<file path="config.mk">
export PLATFORM = sky130hd
export DESIGN_NAME = bst_regs
export DESIGN_NICKNAME = d
export VERILOG_FILES = /design/src/inc/bst_pkg.sv /design/src/rtl/bst_swap_seq.sv /design/src/rtl/bst_regs.sv
export VERILOG_INCLUDE_DIRS = /design/src /design/src/inc
export SDC_FILE = /design/constraint.sdc
export NUM_CORES = 1
export LEC_CHECK = 0
export BUFFER_PORTS_ARGS = -buffer_cell sky130_fd_sc_hd__buf_2
export CAP_MARGIN = 20
export CELL_PAD_IN_SITES_DETAIL_PLACEMENT = 2
export CELL_PAD_IN_SITES_GLOBAL_PLACEMENT = 2
export CORE_MARGIN = 5
export CORE_UTILIZATION = 30
export CTS_CLUSTER_SIZE = 28
export DETAILED_ROUTE_END_ITERATION = 10
export PLACE_DENSITY = 0.78
export REMOVE_ABC_BUFFERS = 1
export SYNTH_ARGS = -nofsm -noshare
export SYNTH_HDL_FRONTEND = slang
export SYNTH_SLANG_ARGS = --single-unit
</file>
<file path="constraint.sdc">
create_clock -name i_clk_sys -period 2.6 [get_ports i_clk_sys]
set_input_delay 0.13 -clock i_clk_sys [delete_from_list [all_inputs] [get_ports i_clk_sys]]
set_output_delay 0.13 -clock i_clk_sys [all_outputs]
set_load 0.01 [all_outputs]
</file>
<file path="src/inc/bst_map.svh">
/*
 * Register map and timing constants of the swap/trim register bank.
 * Assumes a 32-bit classic Wishbone slave: byte address = 4 * register index.
 */
`ifndef BST_MAP_SVH
`define BST_MAP_SVH

// ****************************************
// Register indexes (byte address = 4 * index)
// ****************************************
`define BST_IDX_TRIM_A   10'h07e
`define BST_IDX_TRIM_B   10'h07f
`define BST_IDX_TRIM_C   10'h080
`define BST_IDX_TRIM_D   10'h081
`define BST_IDX_OVERLAP  10'h09a
`define BST_IDX_STEER    10'h09b

// ****************************************
// Fields and reset values
// ****************************************
`define BST_TRIM_W       8
`define BST_DLY_W        5
`define BST_TRIM_RST     8'h00
`define BST_OVERLAP_RST  5'h08
`define BST_STEER_RST    5'h07

// ****************************************
// Swap timing base, in converter clock cycles, and unmapped slot code
// ****************************************
`define BST_OVL_BASE     7'h04
`define BST_SLOT_NONE    3'h7

`endif

</file>
<file path="src/inc/bst_pkg.sv">
/*
 * Types and shared arithmetic of the swap/trim register bank.
 * Assumes bst_map.svh is on the include path.
 */
`include "bst_map.svh"
`default_nettype none

package bst_pkg;

   typedef enum logic [1:0] {
      st_idle    = 2'b00,
      st_overlap = 2'b01,
      st_finish  = 2'b11
   } bst_state_t;

   // Dual-sampling length: base plus twice the overlap field
   function automatic logic [6:0] overlap_len(input logic [4:0] dly);
      overlap_len = `BST_OVL_BASE + {1'b0, dly, 1'b0};
   endfunction

endpackage

`default_nettype wire

</file>
<file path="src/rtl/bst_swap_seq.sv">
/*
 * Background core swap sequencer: dual-sampling window and steering switch.
 * Assumes i_clk_sys is the converter clock and i_swap_req a same-clock pulse.
 */
`include "bst_map.svh"
`default_nettype none

module bst_swap_seq (
   input  wire logic       i_clk_sys,
   input  wire logic       i_rst,
   input  wire logic       i_swap_req,
   input  wire logic [4:0] i_overlap_dly,
   input  wire logic [4:0] i_steer_dly,
   output logic            o_swap_busy,
   output logic            o_dual_sample,
   output logic            o_steer_sel
);

   bst_pkg::bst_state_t state;
   bst_pkg::bst_state_t next_state;
   logic [6:0]          cnt;
   logic [6:0]          next_cnt;
   logic [6:0]          len;
   logic [6:0]          next_len;
   logic [6:0]          sw;
   logic [6:0]          next_sw;
   logic                next_steer_sel;
   logic [6:0]          req_len;

   // ****************************************
   // Sequencer
   // ****************************************
   always_comb begin
      next_state     = state;
      next_cnt       = cnt;
      next_len       = len;
      next_sw        = sw;
      next_steer_sel = o_steer_sel;
      req_len        = bst_pkg::overlap_len(i_overlap_dly);
      case (state)
         bst_pkg::st_idle: begin
            if (i_swap_req) begin
               next_state = bst_pkg::st_overlap;
               next_cnt   = 7'h00;
               next_len   = req_len;
               // Switch lands strictly inside the dual window
               if ({2'h0, i_steer_dly} < req_len - 7'h01) begin
                  next_sw = {2'h0, i_steer_dly};
               end else begin
                  next_sw = req_len - 7'h02;
               end
            end
         end
         bst_pkg::st_overlap: begin
            next_cnt = cnt + 7'h01;
            if (cnt == sw) begin
               next_steer_sel = ~o_steer_sel;
            end
            if (cnt == len - 7'h01) begin
               next_state = bst_pkg::st_finish;
            end
         end
         bst_pkg::st_finish: begin
            next_state = bst_pkg::st_idle;
         end
         default: begin
            next_state = bst_pkg::st_idle;
         end
      endcase
   end

   always_ff @(posedge i_clk_sys or posedge i_rst) begin
      if (i_rst) begin
         state       <= bst_pkg::st_idle;
         cnt         <= 7'h00;
         len         <= 7'h00;
         sw          <= 7'h00;
         o_steer_sel <= 1'b0;
      end else begin
         state       <= next_state;
         cnt         <= next_cnt;
         len         <= next_len;
         sw          <= next_sw;
         o_steer_sel <= next_steer_sel;
      end
   end

   assign o_swap_busy   = (state != bst_pkg::st_idle);
   assign o_dual_sample = (state == bst_pkg::st_overlap);

   // ****************************************
   // Checks
   // ****************************************
   ovl_start_a: assert property (@(posedge i_clk_sys) disable iff (i_rst)
      (state == bst_pkg::st_idle) && i_swap_req |=>
         o_dual_sample && (len == bst_pkg::overlap_len($past(i_overlap_dly))))
      else $error("swap window length not taken from overlap delay");

   ovl_end_a: assert property (@(posedge i_clk_sys) disable iff (i_rst)
      $fell(o_dual_sample) |-> ($past(cnt) == len - 7'h01))
      else $error("dual sampling window ended at wrong count");

   steer_win_a: assert property (@(posedge i_clk_sys) disable iff (i_rst)
      $changed(o_steer_sel) |-> o_dual_sample && (cnt != 7'h00))
      else $error("steering switched outside dual window");

   steer_time_a: assert property (@(posedge i_clk_sys) disable iff (i_rst)
      $changed(o_steer_sel) |-> (cnt == sw + 7'h01))
      else $error("steering switched at wrong delay");

endmodule

`default_nettype wire

</file>
<file path="src/rtl/bst_regs.sv">
/*
 * Swap/trim configuration register bank with classic Wishbone slave port.
 * Assumes factory trim inputs are stable logic on i_clk_sys and swap
 * requests come from the calibration engine on the same clock.
 */
// Overview of operation
// - Four 8-bit trim registers load factory values after reset, read/write.
// - Swap dual-sampling lasts four plus twice overlap value, converter cycles.
// - Overlap delay is 5-bit read/write field, bits 4:0, reset eight.
// - Steering delay is added to output select, only during a swap.
// - Steering delay is 5-bit read/write field, reset seven.
`include "bst_map.svh"
`default_nettype none

module bst_regs (
   input  wire logic        i_clk_sys,
   input  wire logic        i_rst,
   input  wire logic        i_wb_cyc,
   input  wire logic        i_wb_stb,
   input  wire logic        i_wb_we,
   input  wire logic [11:0] i_wb_adr,
   input  wire logic [3:0]  i_wb_sel,
   input  wire logic [31:0] i_wb_dat,
   output logic      [31:0] o_wb_dat,
   output logic             o_wb_ack,
   input  wire logic [7:0]  i_fuse_trim_a,
   input  wire logic [7:0]  i_fuse_trim_b,
   input  wire logic [7:0]  i_fuse_trim_c,
   input  wire logic [7:0]  i_fuse_trim_d,
   output logic      [7:0]  o_term_trim_a,
   output logic      [7:0]  o_term_trim_b,
   output logic      [7:0]  o_term_trim_c,
   output logic      [7:0]  o_term_trim_d,
   input  wire logic        i_swap_req,
   output logic             o_swap_busy,
   output logic             o_dual_sample,
   output logic             o_steer_sel
);

   logic [7:0]  trim [4];
   logic [7:0]  next_trim [4];
   logic [4:0]  overlap_dly;
   logic [4:0]  next_overlap_dly;
   logic [4:0]  steer_dly;
   logic [4:0]  next_steer_dly;
   logic        load_pending;
   logic        next_load_pending;
   logic        next_ack;
   logic [31:0] next_dat;
   logic        req;
   logic [2:0]  slot;

   // ****************************************
   // Address decode
   // ****************************************
   // Slot 0..3 trims, 4 overlap, 5 steering, else unmapped
   function automatic logic [2:0] reg_slot(input logic [11:0] adr);
      case (adr[11:2])
         `BST_IDX_TRIM_A:  reg_slot = 3'h0;
         `BST_IDX_TRIM_B:  reg_slot = 3'h1;
         `BST_IDX_TRIM_C:  reg_slot = 3'h2;
         `BST_IDX_TRIM_D:  reg_slot = 3'h3;
         `BST_IDX_OVERLAP: reg_slot = 3'h4;
         `BST_IDX_STEER:   reg_slot = 3'h5;
         default:          reg_slot = `BST_SLOT_NONE;
      endcase
   endfunction

   assign req  = i_wb_cyc & i_wb_stb;
   assign slot = reg_slot(i_wb_adr);

   // ****************************************
   // Register file and bus slave
   // ****************************************
   always_comb begin
      next_trim         = trim;
      next_overlap_dly  = overlap_dly;
      next_steer_dly    = steer_dly;
      next_load_pending = 1'b0;
      next_dat          = o_wb_dat;
      // No request taken until factory values are in
      next_ack          = req & ~o_wb_ack & ~load_pending;
      if (next_ack) begin
         case (slot)
            3'h0, 3'h1, 3'h2, 3'h3: begin
               next_dat = {24'h000000, trim[slot[1:0]]};
            end
            3'h4: begin
               next_dat = {27'h0000000, overlap_dly};
            end
            3'h5: begin
               next_dat = {27'h0000000, steer_dly};
            end
            default: begin
               next_dat = 32'h00000000;
            end
         endcase
      end
      if (load_pending) begin
         next_trim[0] = i_fuse_trim_a;
         next_trim[1] = i_fuse_trim_b;
         next_trim[2] = i_fuse_trim_c;
         next_trim[3] = i_fuse_trim_d;
      end else if (req & o_wb_ack & i_wb_we & i_wb_sel[0]) begin
         case (slot)
            3'h0, 3'h1, 3'h2, 3'h3: begin
               next_trim[slot[1:0]] = i_wb_dat[7:0];
            end
            3'h4: begin
               // Reserved bits 7:5 are not stored
               next_overlap_dly = i_wb_dat[4:0];
            end
            3'h5: begin
               next_steer_dly = i_wb_dat[4:0];
            end
            default: begin
               next_overlap_dly = overlap_dly;
            end
         endcase
      end
   end

   always_ff @(posedge i_clk_sys or posedge i_rst) begin
      if (i_rst) begin
         for (int i = 0; i < 4; i++) begin
            trim[i] <= `BST_TRIM_RST;
         end
         overlap_dly  <= `BST_OVERLAP_RST;
         steer_dly    <= `BST_STEER_RST;
         load_pending <= 1'b1;
         o_wb_ack     <= 1'b0;
         o_wb_dat     <= 32'h00000000;
      end else begin
         trim         <= next_trim;
         overlap_dly  <= next_overlap_dly;
         steer_dly    <= next_steer_dly;
         load_pending <= next_load_pending;
         o_wb_ack     <= next_ack;
         o_wb_dat     <= next_dat;
      end
   end

   assign o_term_trim_a = trim[0];
   assign o_term_trim_b = trim[1];
   assign o_term_trim_c = trim[2];
   assign o_term_trim_d = trim[3];

   // ****************************************
   // Swap sequencer
   // ****************************************
   bst_swap_seq u_swap_seq (
      .i_clk_sys     (i_clk_sys),
      .i_rst         (i_rst),
      .i_swap_req    (i_swap_req),
      .i_overlap_dly (overlap_dly),
      .i_steer_dly   (steer_dly),
      .o_swap_busy   (o_swap_busy),
      .o_dual_sample (o_dual_sample),
      .o_steer_sel   (o_steer_sel)
   );

   // ****************************************
   // Checks
   // ****************************************
   trim_load_a: assert property (@(posedge i_clk_sys) disable iff (i_rst)
      load_pending |=> (o_term_trim_a == $past(i_fuse_trim_a)) && (o_term_trim_d == $past(i_fuse_trim_d))
         && !load_pending)
      else $error("factory trim not loaded after reset");

   trim_write_a: assert property (@(posedge i_clk_sys) disable iff (i_rst)
      req && o_wb_ack && i_wb_we && i_wb_sel[0] && !load_pending && (i_wb_adr[11:2] == `BST_IDX_TRIM_C)
         |=> (o_term_trim_c == $past(i_wb_dat[7:0])))
      else $error("trim write not stored");

   dly_reset_a: assert property (@(posedge i_clk_sys) disable iff (i_rst)
      load_pending |-> (overlap_dly == 5'h08) && (steer_dly == 5'h07))
      else $error("delay reset values wrong");

   ovl_write_a: assert property (@(posedge i_clk_sys) disable iff (i_rst)
      req && o_wb_ack && i_wb_we && i_wb_sel[0] && (i_wb_adr[11:2] == `BST_IDX_OVERLAP)
         |=> (overlap_dly == $past(i_wb_dat[4:0])))
      else $error("overlap delay write not stored");

   steer_read_a: assert property (@(posedge i_clk_sys) disable iff (i_rst)
      req && !o_wb_ack && !load_pending && !i_wb_we && (i_wb_adr[11:2] == `BST_IDX_STEER)
         |=> o_wb_ack && (o_wb_dat == {27'h0000000, $past(steer_dly)}))
      else $error("steering delay readback wrong");

   ack_pulse_a: assert property (@(posedge i_clk_sys) disable iff (i_rst)
      o_wb_ack |=> !o_wb_ack)
      else $error("ack held longer than one cycle");

endmodule

`default_nettype wire

</file>
# After elaboration in Yosys (flattened, before gate mapping)
# Cells that the tools add are included.
word_totals:
  inputBits: 86
  output_inout_bits: 68
  reg_bits: 100
  word_cells: 80
op_classes:
  eq_ne: 16
  n_reduce_logical: 15
  bitwise: 10
  order_cmp: 3
  mux: 17
  add_sub_neg: 5
op_table:
  columns: ["cell", "count"]
  rows:
  - ["$mux W32", 3]
  - ["$eq A10 B8 Y1 const B", 4]
  - ["$bwmux W32", 1]
  - ["$mux W8", 3]
  - ["$pmux W8 S3", 1]
  - ["$eq A10 B7 Y1 const B", 2]
  - ["$pmux W3 S6", 1]
  - ["$bmux W8 S2", 1]
  - ["$demux W8 S2", 1]
  - ["$eq A7 B7 Y1", 2]
  - ["$mux W7", 2]
  - ["$pmux W7 S2", 1]
  - ["$sub A7 B1 Y7 const B", 2]
  - ["$reduce_and A2 Y1", 5]
  - ["$reduce_bool A2 Y1", 4]
  - ["$add A3 B6 Y7 const A", 1]
  - ["$add A7 B1 Y7 const B", 1]
  - ["$lt A5 B7 Y1", 1]
  - ["$sub A7 B2 Y7 const B", 1]
  - ["$and A1 B1 Y1", 6]
  - ["$eq A3 B2 Y1 const B", 2]
  - ["$eq A3 B3 Y1 const B", 2]
  - ["$reduce_and A3 Y1", 2]
  - ["$mux W2", 2]
  - ["13 further kinds", 15]

# Longest topological paths before layout
# Gate-level depths: netlist of run 1.
depth:
  depth_word: 11
  depth_mapped: 10
  ltp_nobuf: 10

# By module
# Synthesis of run 1 repeated with hierarchy kept, for this count alone.
unflattened:
  hier_cells: 491
  hier_area_um2: 4436.8
modules_own_cells:
  columns: ["mod", "area_each_um2", "cells_each", "seq_area_each_um2", "instances"]
  rows:
  - ["bst_regs", 3039.2, 339, 1307.5, 1]
  - ["bst_swap_seq", 1397.6, 152, 575.6, 1]

# Least setup slack after synthesis of run 1
# Ideal clock, no wire load.
synth_path:
  kind: "reg-to-reg"
  startpoint: "register overlap_dly[0]"
  endpoint: "register u_swap_seq.sw[3]"
  setup_time_ns: 0.121
  arrival_time_ns: 2.055
  path_slack_ns: 0.424
  period_less_slack_ns: 2.176
  path_buffers: 1
  required_time_ns: 2.479
  stages_incl_launch_ff: 11
  path_cell_list: "dfrtp_1 -> clkbuf_1 -> inv_1 -> ha_1 -> xnor2_1 -> ha_1 -> a21oi_1 -> o22ai_1 -> nor2_1 -> o21bai_1 -> a22o_1"
synth_between:
  elab_chain_cells: 4
  elab_cells_between_ends: 5
  classes_between: "3 x add/sub; 1 x order compare; 1 x mux"
synth_lines:
  columns: ["item", "line_no", "source"]
  rows:
  - ["start, declared", "bst_regs.sv:42", "logic [4:0] overlap_dly;"]
  - ["start signal, assigned", "bst_regs.sv:128", "overlap_dly <= `BST_OVERLAP_RST;"]
  - ["start signal, assigned", "bst_regs.sv:135", "overlap_dly <= next_overlap_dly;"]
  - ["$add A3 B6 Y7 (no line) (*)", null, null]
  - ["$sub A7 B1 Y7", "bst_swap_seq.sv:47", "if ({2'h0, i_steer_dly} < req_len - 7'h01) begin"]
  - ["$lt A5 B7 Y1", "bst_swap_seq.sv:47", null]
  - ["$mux W7 (*)", "bst_swap_seq.sv:47", null]
  - ["end signal, assigned", "bst_swap_seq.sv:83", "sw <= next_sw;"]
  - ["end, declared", "bst_swap_seq.sv:25", "logic [6:0] sw;"]
# Every way passes the cells marked *; elsewhere a longest branch is shown, timed or not.
# A chain may end at the register's enable or synchronous reset.

# Worst setup path in the final report of run 1
layout_path:
  startpoint: "register overlap_dly[1]"
  endpoint: "register u_swap_seq.sw[3]"
# Same word-level chain as after synthesis.

==> flow_summary_export.csv, run 1 <==
group,metric,value,unit
floorplanning,placeable_area,13900,um2
placement,hpwlAfterDp,10.0,mm
timing,final.min_clock_period,2.37,ns
detailed_routing,drt-vias-per-instance,4.92,
final_layout,design_area,5320,um2
final_layout,flow.area_growth_from_synthesis,23.8,%
critical_path,critPathMaxFanout,9,
yosys,synth-compound-area-share,13.0,%
critical_path,worst_setup_path_start_kind,"flop",
floorplanning,rows,43,
yosys,synth_sequential_area_ratio,43.8,%
clock_tree,clock_latency_at_the_later_pin_of_the_worst_skew_pair,0.34,ns
timing,timing.setup.tns,0,ns
global_route,grt_usage,16.0,%
timing,relSlewSlack,49.8,%
final_layout,final_net_count,636,
placement,place_inst,705,
floorplanning,initial_standard_cell_utilization_of_the_core,30.8,%
floorplanning,num_io_pins,154,
yosys,adder_cell_share_of_the_synthesized_area,2.62,%
power_and_ir_drop,vdd.ir_drop.worst,0.000265,V
yosys,asyncSetResetFlopFracSynth,100,%
final_layout,final-instance-count-excl-fill,726,
yosys,post_synth_mux_area_share,13.6,%
yosys,synth_cell_type_count,54,
clock_tree,clk_root_buffer_cell,"clkbuf_16",
power_and_ir_drop,power_report.internal_total,2650,uW
final_layout,drive_above_1_share,29.3,%
detailed_routing,antenna_violating_nets_post_route,0,
clock_tree,cts.sink_count,75,
final_layout,final.fill_count,1537,
timing,max_clock_freq,422,MHz
run,maxCapViolations,0,
power_and_ir_drop,comb_power_share,22.2,%
detailed_routing,drt-pass1-iter-count,3,
yosys,postSynthRegisterBits,75,
critical_path,crit_type,"flop to flop",
final_layout,final_core_utilization,38.2,%
global_route,grt_start_max_net_pins,67,
power_and_ir_drop,powerDensity,717,nW/um2
clock_tree,post_cts_buffers,0,
timing,grt_setup_unrepaired,"no",
hold_path,min_path_type,"primary input to flop",
detailed_routing,drt_iter0_markers,100,
power_and_ir_drop,power.switching,1160,uW
timing,post-route-period-util,91.2,%
critical_path,worst-endpoint-arrival,2.60,ns
timing,final_hold_viol_count,0,
timing,slew_viol_final,0,
floorplanning,fp.dieW,130,um
power_and_ir_drop,power.clock.fraction,37.8,%
yosys,ys_warn_count,0,
placement,port_buffers,100,
yosys,postSynthCellCount,435,
detailed_routing,route.detailed.wl_per_inst,18.1,um
final_layout,num_antenna_cells,0,
critical_path,critPathRequiredTime,2.83,ns
power_and_ir_drop,sequential_group_share_of_total_power,39.9,%
timing,finalSetupViolCount,0,
global_route,grt_pass1_wl,21.1,mm
yosys,synth_enable_flop_cells,0,
global_route,initial_antenna_violation_count,0,
clock_tree,cts_inserted_buffers,9,
critical_path,worst_setup_path_end_kind,"flop",
placement,placed_area,4920,um2
timing,worstMarginPinSlew,0.744,ns
yosys,ys_dominant_reg_cell,"dfrtp_1",
yosys,post_synth_instance_area,4300,um2
detailed_routing,dr_total_vias,3570,
timing,final.setup_skew,0.00789,ns
global_route,grt_pass1_vias,4073,
clock_tree,tritoncts,"yes",
yosys,synth_top_family_by_area,"simple AND/OR/NAND/NOR gates",
clock_tree,clock_tree.htree_level_count,3,
floorplanning,design.die.area,16800,um2
yosys,synth_xor_xnor_area_share,4.89,%
power_and_ir_drop,p_leak,0.00262,uW
global_route,grt_total_ovfl,0,
detailed_routing,totalWireLength,13.1,mm
yosys,syn_avg_cell_area,9.87,um2
yosys,synthSimpleGateAreaFrac,14.9,%
clock_tree,cts.path.max_buffers,2,
run_status,run_status,"complete, no violations",
clock_tree,clock_transition_at_path_regs,0.06,ns
detailed_routing,drc_errors,0,
floorplanning,die_y,130,um
placement,gp_congestion,0.800,
power_and_ir_drop,p_sw_share,30.5,%
-- cell usage after synthesis (2+ instances only) --
cell	instances	area (um2)
nor2_1	24	90.1
o21ai_0	36	180
and2_1	4	25.0
o21bai_1	3	22.5
clkbuf_1	15	56.3
xor2_1	13	114
and3b_1	2	17.5
a22o_1	4	35.0
o31ai_1	5	37.5
o21ai_1	8	40.0
buf_2	2	10.0
nor4_1	3	18.8
and4_1	2	17.5
a31oi_1	3	18.8
nand2_1	56	210
a221o_1	2	20.0
nand3_1	9	45.0
nor2b_1	2	12.5
a211o_1	5	43.8
a21oi_1	8	40.0
mux2i_1	38	380
nor3_1	7	35.0
mux2_2	18	203
buf_4	26	195
a22oi_1	5	37.5
or3_1	2	12.5
dfstp_2	5	131
dfrtp_1	70	1750
xnor2_1	11	96.3
o31a_1	4	35.0
inv_1	10	37.5
nand4_1	3	18.8
ha_1	9	113
-- path summary, 6_finish.rpt --
| path | from | endpoint | slack, ns | depth (start not counted) |
|---|---|---|---|---|
| min in group asynchronous | i_rst | o_term_trim_b[4]$_DFFE_PP0P_ | 0.42 | 3 |
| setup reg to reg | overlap_dly[1]$_DFFE_PP0P_ | u_swap_seq.sw[3]$_DFFE_PP0P_ | 0.23 | 10 |
| hold reg to reg | u_swap_seq.o_steer_sel$_DFFE_PP0P_ | u_swap_seq.o_steer_sel$_DFFE_PP0P_ | 0.47 | 1 |
| hold / removal | i_fuse_trim_a[0] | o_term_trim_a[0]$_DFFE_PP0P_ | 0.007 | 3 |
| setup / recovery | overlap_dly[1]$_DFFE_PP0P_ | u_swap_seq.sw[3]$_DFFE_PP0P_ | 0.23 | 10 |
| max in group asynchronous | i_rst | steer_dly[1]$_DFFE_PP1P_ | 1.28 | 4 |
-- timing repair --
item | in CTS | in global routing
hold buffers | 5 | 0
endpoints found under the setup margin | 0 | 5
hold endpoints to repair | 28 | 0
gates resized for setup | 0 | 3
-- state kept, by name, summed over array words and instances (netlist names) --
name,count
u_swap_seq.cnt,7
u_swap_seq.len,6
o_term_trim_a,8
o_wb_ack,1
u_swap_seq.sw,7
o_term_trim_d,8
o_wb_dat,8
overlap_dly,5
o_term_trim_c,8
load_pending,1
steer_dly,5
u_swap_seq.state,2
u_swap_seq.o_steer_sel,1
o_term_trim_b,8
-- cell families (layout without fill, tap and decap cells) --
family	Yosys count	in the layout
fa+ha+maj	9	9
simple gates	127	127
mux	56	56
xor+xnor	24	24
flops	75	75
compound gates	88	88
other cells	1	25
buf+inv	55	142
-- routing by layer --
metal,global-route usage (%),routed length (um)
met1,19.3,5600
met2,28.5,6730
met3,3.79,635
met4,4.40,144
met5,0,0
-- placed cells by master (no fill, tap or decap), types with 4 or more instances in the layout --
| master | n |
|---|---|
| buf_2 | 100 |
| dfrtp_1 | 69 |
| nand2_1 | 56 |
| mux2i_1 | 38 |
| o21ai_0 | 36 |
| conb_1 | 25 |
| nor2_1 | 23 |
| mux2_2 | 18 |
| xor2_1 | 13 |
| xnor2_1 | 10 |
| buf_4 | 10 |
| nand3_1 | 9 |
| inv_1 | 9 |
| ha_1 | 9 |
| clkbuf_16 | 9 |
| o21ai_1 | 8 |
| a21oi_1 | 8 |
| nor3_1 | 7 |
| o31ai_1 | 5 |
| a22oi_1 | 5 |
| a211o_1 | 5 |
| dlygate4sd3_1 | 5 |
| dfstp_2 | 5 |
| and2_1 | 4 |
| a22o_1 | 4 |
| o31a_1 | 4 |
-- critical path, stage by stage (launching register included) --
cell	delay [ns]
dfrtp_2	0.44
ha_1	0.25
nand3_1	0.15
xnor2_2	0.18
inv_1	0.07
ha_1	0.29
nand3_1	0.08
o22ai_1	0.18
nor2_2	0.12
o31a_1	0.31
a22o_1	0.20
-- metrics by stage --
stage	power (uW)	setup WS, ns	hold WS [ns]
after global routing	4020	0.0306	0.0116
after CTS	3860	0.0340	0.000722
final	3810	0.228	0.00722
after floorplan	2060	0.333	0.251
after global placement	2340	0.226	0.234
after detailed placement	2390	0.0465	0.236
-- power by group through the flow --
stage / Combinational [uW] / Sequential [uW] / Clock, uW
2_1_floorplan: 541 / 1520 / 0
3_3_place_gp: 800 / 1540 / 0
3_5_place_dp: 846 / 1540 / 0
4_1_cts: 868 / 1530 / 1470
5_1_grt: 956 / 1550 / 1510
6_report: 848 / 1520 / 1440
-- area by class of cell --
| class | instances | area (um2) | share of cell area [%] |
|---|---|---|---|
| Multi-Input combinational cell | 329 | 2210 | 41.5 |
| Inverter | 11 | 41.3 | 0.776 |
| Clock buffer | 12 | 236 | 4.45 |
| Tap cell | 180 | 225 | 4.24 |
| Sequential cell | 75 | 1880 | 35.4 |
| Timing Repair Buffer | 115 | 626 | 11.8 |
| Clock inverter | 4 | 98.8 | 1.86 |
No activity file was read; power rests on OpenSTA's default activity.
==> inputs of run 2 (changes only) <==
Settings changed: RECOVER_POWER set to 50.
==> run 2 against run 1 <==
Combinational power down 2%; critical path depth did not move; global-route usage stayed put; clock-buffer cell count is the same; largest power group unchanged.
==> flow_summary_export.csv, run 2 (synthesized netlist as in run 1, its figures left out) <==
group,metric,value,unit
run_status,run_status,"complete, no violations",
clock_tree,tritoncts,"yes",
timing,grt_setup_unrepaired,"no",
global_route,grt_total_ovfl,0,
clock_tree,clock_transition_at_path_regs,0.06,ns
floorplanning,die_y,130,um
clock_tree,cts.path.max_buffers,2,
timing,final.min_clock_period,2.37,ns
clock_tree,clk_root_buffer_cell,"clkbuf_16",
timing,relSlewSlack,28.1,%
timing,worstMarginPinSlew,1.08,ns
run,maxCapViolations,0,
detailed_routing,drt-pass1-iter-count,3,
placement,gp_congestion,0.800,
critical_path,critPathMaxFanout,9,
power_and_ir_drop,power.clock.fraction,38.0,%
final_layout,layout.cells.most_common,"dfrtp_1",
global_route,grt_start_max_net_pins,67,
floorplanning,placeable_area,13900,um2
detailed_routing,route.detailed.wl_per_inst,18.0,um
final_layout,drive_above_1_share,21.1,%
critical_path,crit_path_start,"overlap_dly[1]$_DFFE_PP0P_",
critical_path,crit_type,"flop to flop",
detailed_routing,totalWireLength,13.1,mm
timing,max_clock_freq,422,MHz
final_layout,num_antenna_cells,0,
power_and_ir_drop,comb_power_share,21.9,%
placement,port_buffers,100,
clock_tree,post_cts_buffers,0,
power_and_ir_drop,power.switching,1160,uW
critical_path,critPathRequiredTime,2.83,ns
power_and_ir_drop,vdd.ir_drop.worst,0.000265,V
critical_path,worst-endpoint-arrival,2.60,ns
final_layout,final.fill_count,1566,
final_layout,flow.area_growth_from_synthesis,22.5,%
placement,hpwlAfterDp,10.0,mm
floorplanning,design.die.area,16800,um2
global_route,grt_usage,16.0,%
timing,final.setup_skew,0.00789,ns
power_and_ir_drop,sequential_group_share_of_total_power,40.2,%
clock_tree,cts_inserted_buffers,9,
power_and_ir_drop,p_sw_share,30.7,%
power_and_ir_drop,powerDensity,722,nW/um2
critical_path,slowest_cell_on_the_critical_path,"dfrtp_2",
floorplanning,fp.dieW,130,um
hold_path,min_path_type,"primary input to flop",
detailed_routing,dr_total_vias,3569,
power_and_ir_drop,power_report.internal_total,2630,uW
detailed_routing,antenna_violating_nets_post_route,0,
timing,final_hold_viol_count,0,
floorplanning,rows,43,
critical_path,critical-path-max-stage-delay,0.44,ns
clock_tree,clock_tree.htree_level_count,3,
clock_tree,clock_latency_at_the_later_pin_of_the_worst_skew_pair,0.34,ns
final_layout,final_net_count,636,
timing,slew_viol_final,0,
critical_path,worst_setup_path_start_kind,"flop",
critical_path,worst_setup_path_end_kind,"flop",
timing,timing.setup.tns,0,ns
hold_path,min_from,"i_fuse_trim_d[5]",
global_route,grt_pass1_wl,21.1,mm
clock_tree,cts.sink_count,75,
power_and_ir_drop,power_total,3800,uW
floorplanning,initial_standard_cell_utilization_of_the_core,30.8,%
final_layout,mostFrequentLayoutCells,"dfrtp_1, buf_2, nand2_1",
detailed_routing,drt_iter0_markers,106,
power_and_ir_drop,p_leak,0.00248,uW
detailed_routing,drc_errors,0,
critical_path,critical_path.cell_chain,"ha_1 > nand3_1 > xnor2_2 > inv_1 > ha_1 > nand3_1 > o22ai_1 > nor2_2 > o31a_1 > a22o_1",
detailed_routing,drt-vias-per-instance,4.92,
floorplanning,num_io_pins,154,
timing,post-route-period-util,91.2,%
timing,finalSetupViolCount,0,
global_route,grt_pass1_vias,4073,
critical_path,critical_path.reg2reg.startpoint,"overlap_dly[1]$_DFFE_PP0P_",
global_route,initial_antenna_violation_count,0,
run 2: path summary, 6_finish.rpt:
path | end | slack, ns | cells after the start
setup reg to reg | u_swap_seq.sw[3]$_DFFE_PP0P_ | 0.23 | 10
hold reg to reg | u_swap_seq.o_steer_sel$_DFFE_PP0P_ | 0.47 | 1
max in group asynchronous | o_term_trim_c[2]$_DFFE_PP0P_ | 0.63 | 4
min in group asynchronous | o_term_trim_b[4]$_DFFE_PP0P_ | 0.61 | 3
setup / recovery | u_swap_seq.sw[3]$_DFFE_PP0P_ | 0.23 | 10
hold / removal | o_term_trim_d[5]$_DFFE_PP0P_ | 0.007 | 3
run 2: critical path, delay by kind of cell, from the launching register on:
| family | cells | cell delay (ns) |
|---|---|---|
| AOI/OAI and AO/OA | 3 | 0.69 |
| adders and majority gates | 2 | 0.55 |
| DFF | 1 | 0.44 |
| and+or+nand+nor | 3 | 0.34 |
| xor gates and xnor gates | 1 | 0.18 |
| buffers and inverters | 1 | 0.07 |
run 2: final cells by class:
cell class / count / area (um2) / share of cell area [%]
Multi-Input combinational cell: 329 / 2210 / 41.9
Sequential cell: 75 / 1880 / 35.8
Timing Repair Buffer: 115 / 568 / 10.8
Clock buffer: 12 / 236 / 4.50
Tap cell: 180 / 225 / 4.28
Clock inverter: 4 / 98.8 / 1.88
Inverter: 11 / 41.3 / 0.785
run 2: what timing repair did:
action / 4_1_cts / 5_1_grt
gates resized for setup: 0 / 3
endpoints found under the setup margin: 0 / 5
hold buffers: 5 / 0
endpoints found under the hold margin: 28 / 0
run 2: power groups by stage:
stage                     Clock (uW)  Combinational (uW)  Sequential [uW]
final                           1440                 830             1530
after global routing            1510                 937             1550
after CTS                       1470                 868             1530
after detailed placement           0                 846             1540
after global placement             0                 800             1540
after floorplan                    0                 541             1520
run 2: metal layers:
layer	wire, um	global-route usage, %
met5	0	0
met2	6710	28.5
met3	649	3.79
met1	5550	19.3
met4	150	4.40
run 2: stage by stage:
stage	utilization (%)	area, um2	hold WS, ns	cells	setup slack (ns)
floorplan	-	4120	0.251	415	0.333
global placement	35.3	4920	0.234	705	0.226
detailed placement	35.3	4920	0.236	705	0.0465
CTS	38.1	5310	0.000722	726	0.0340
global route	37.7	5260	0.0116	726	0.0306
finish	37.7	5260	0.00740	726	0.229
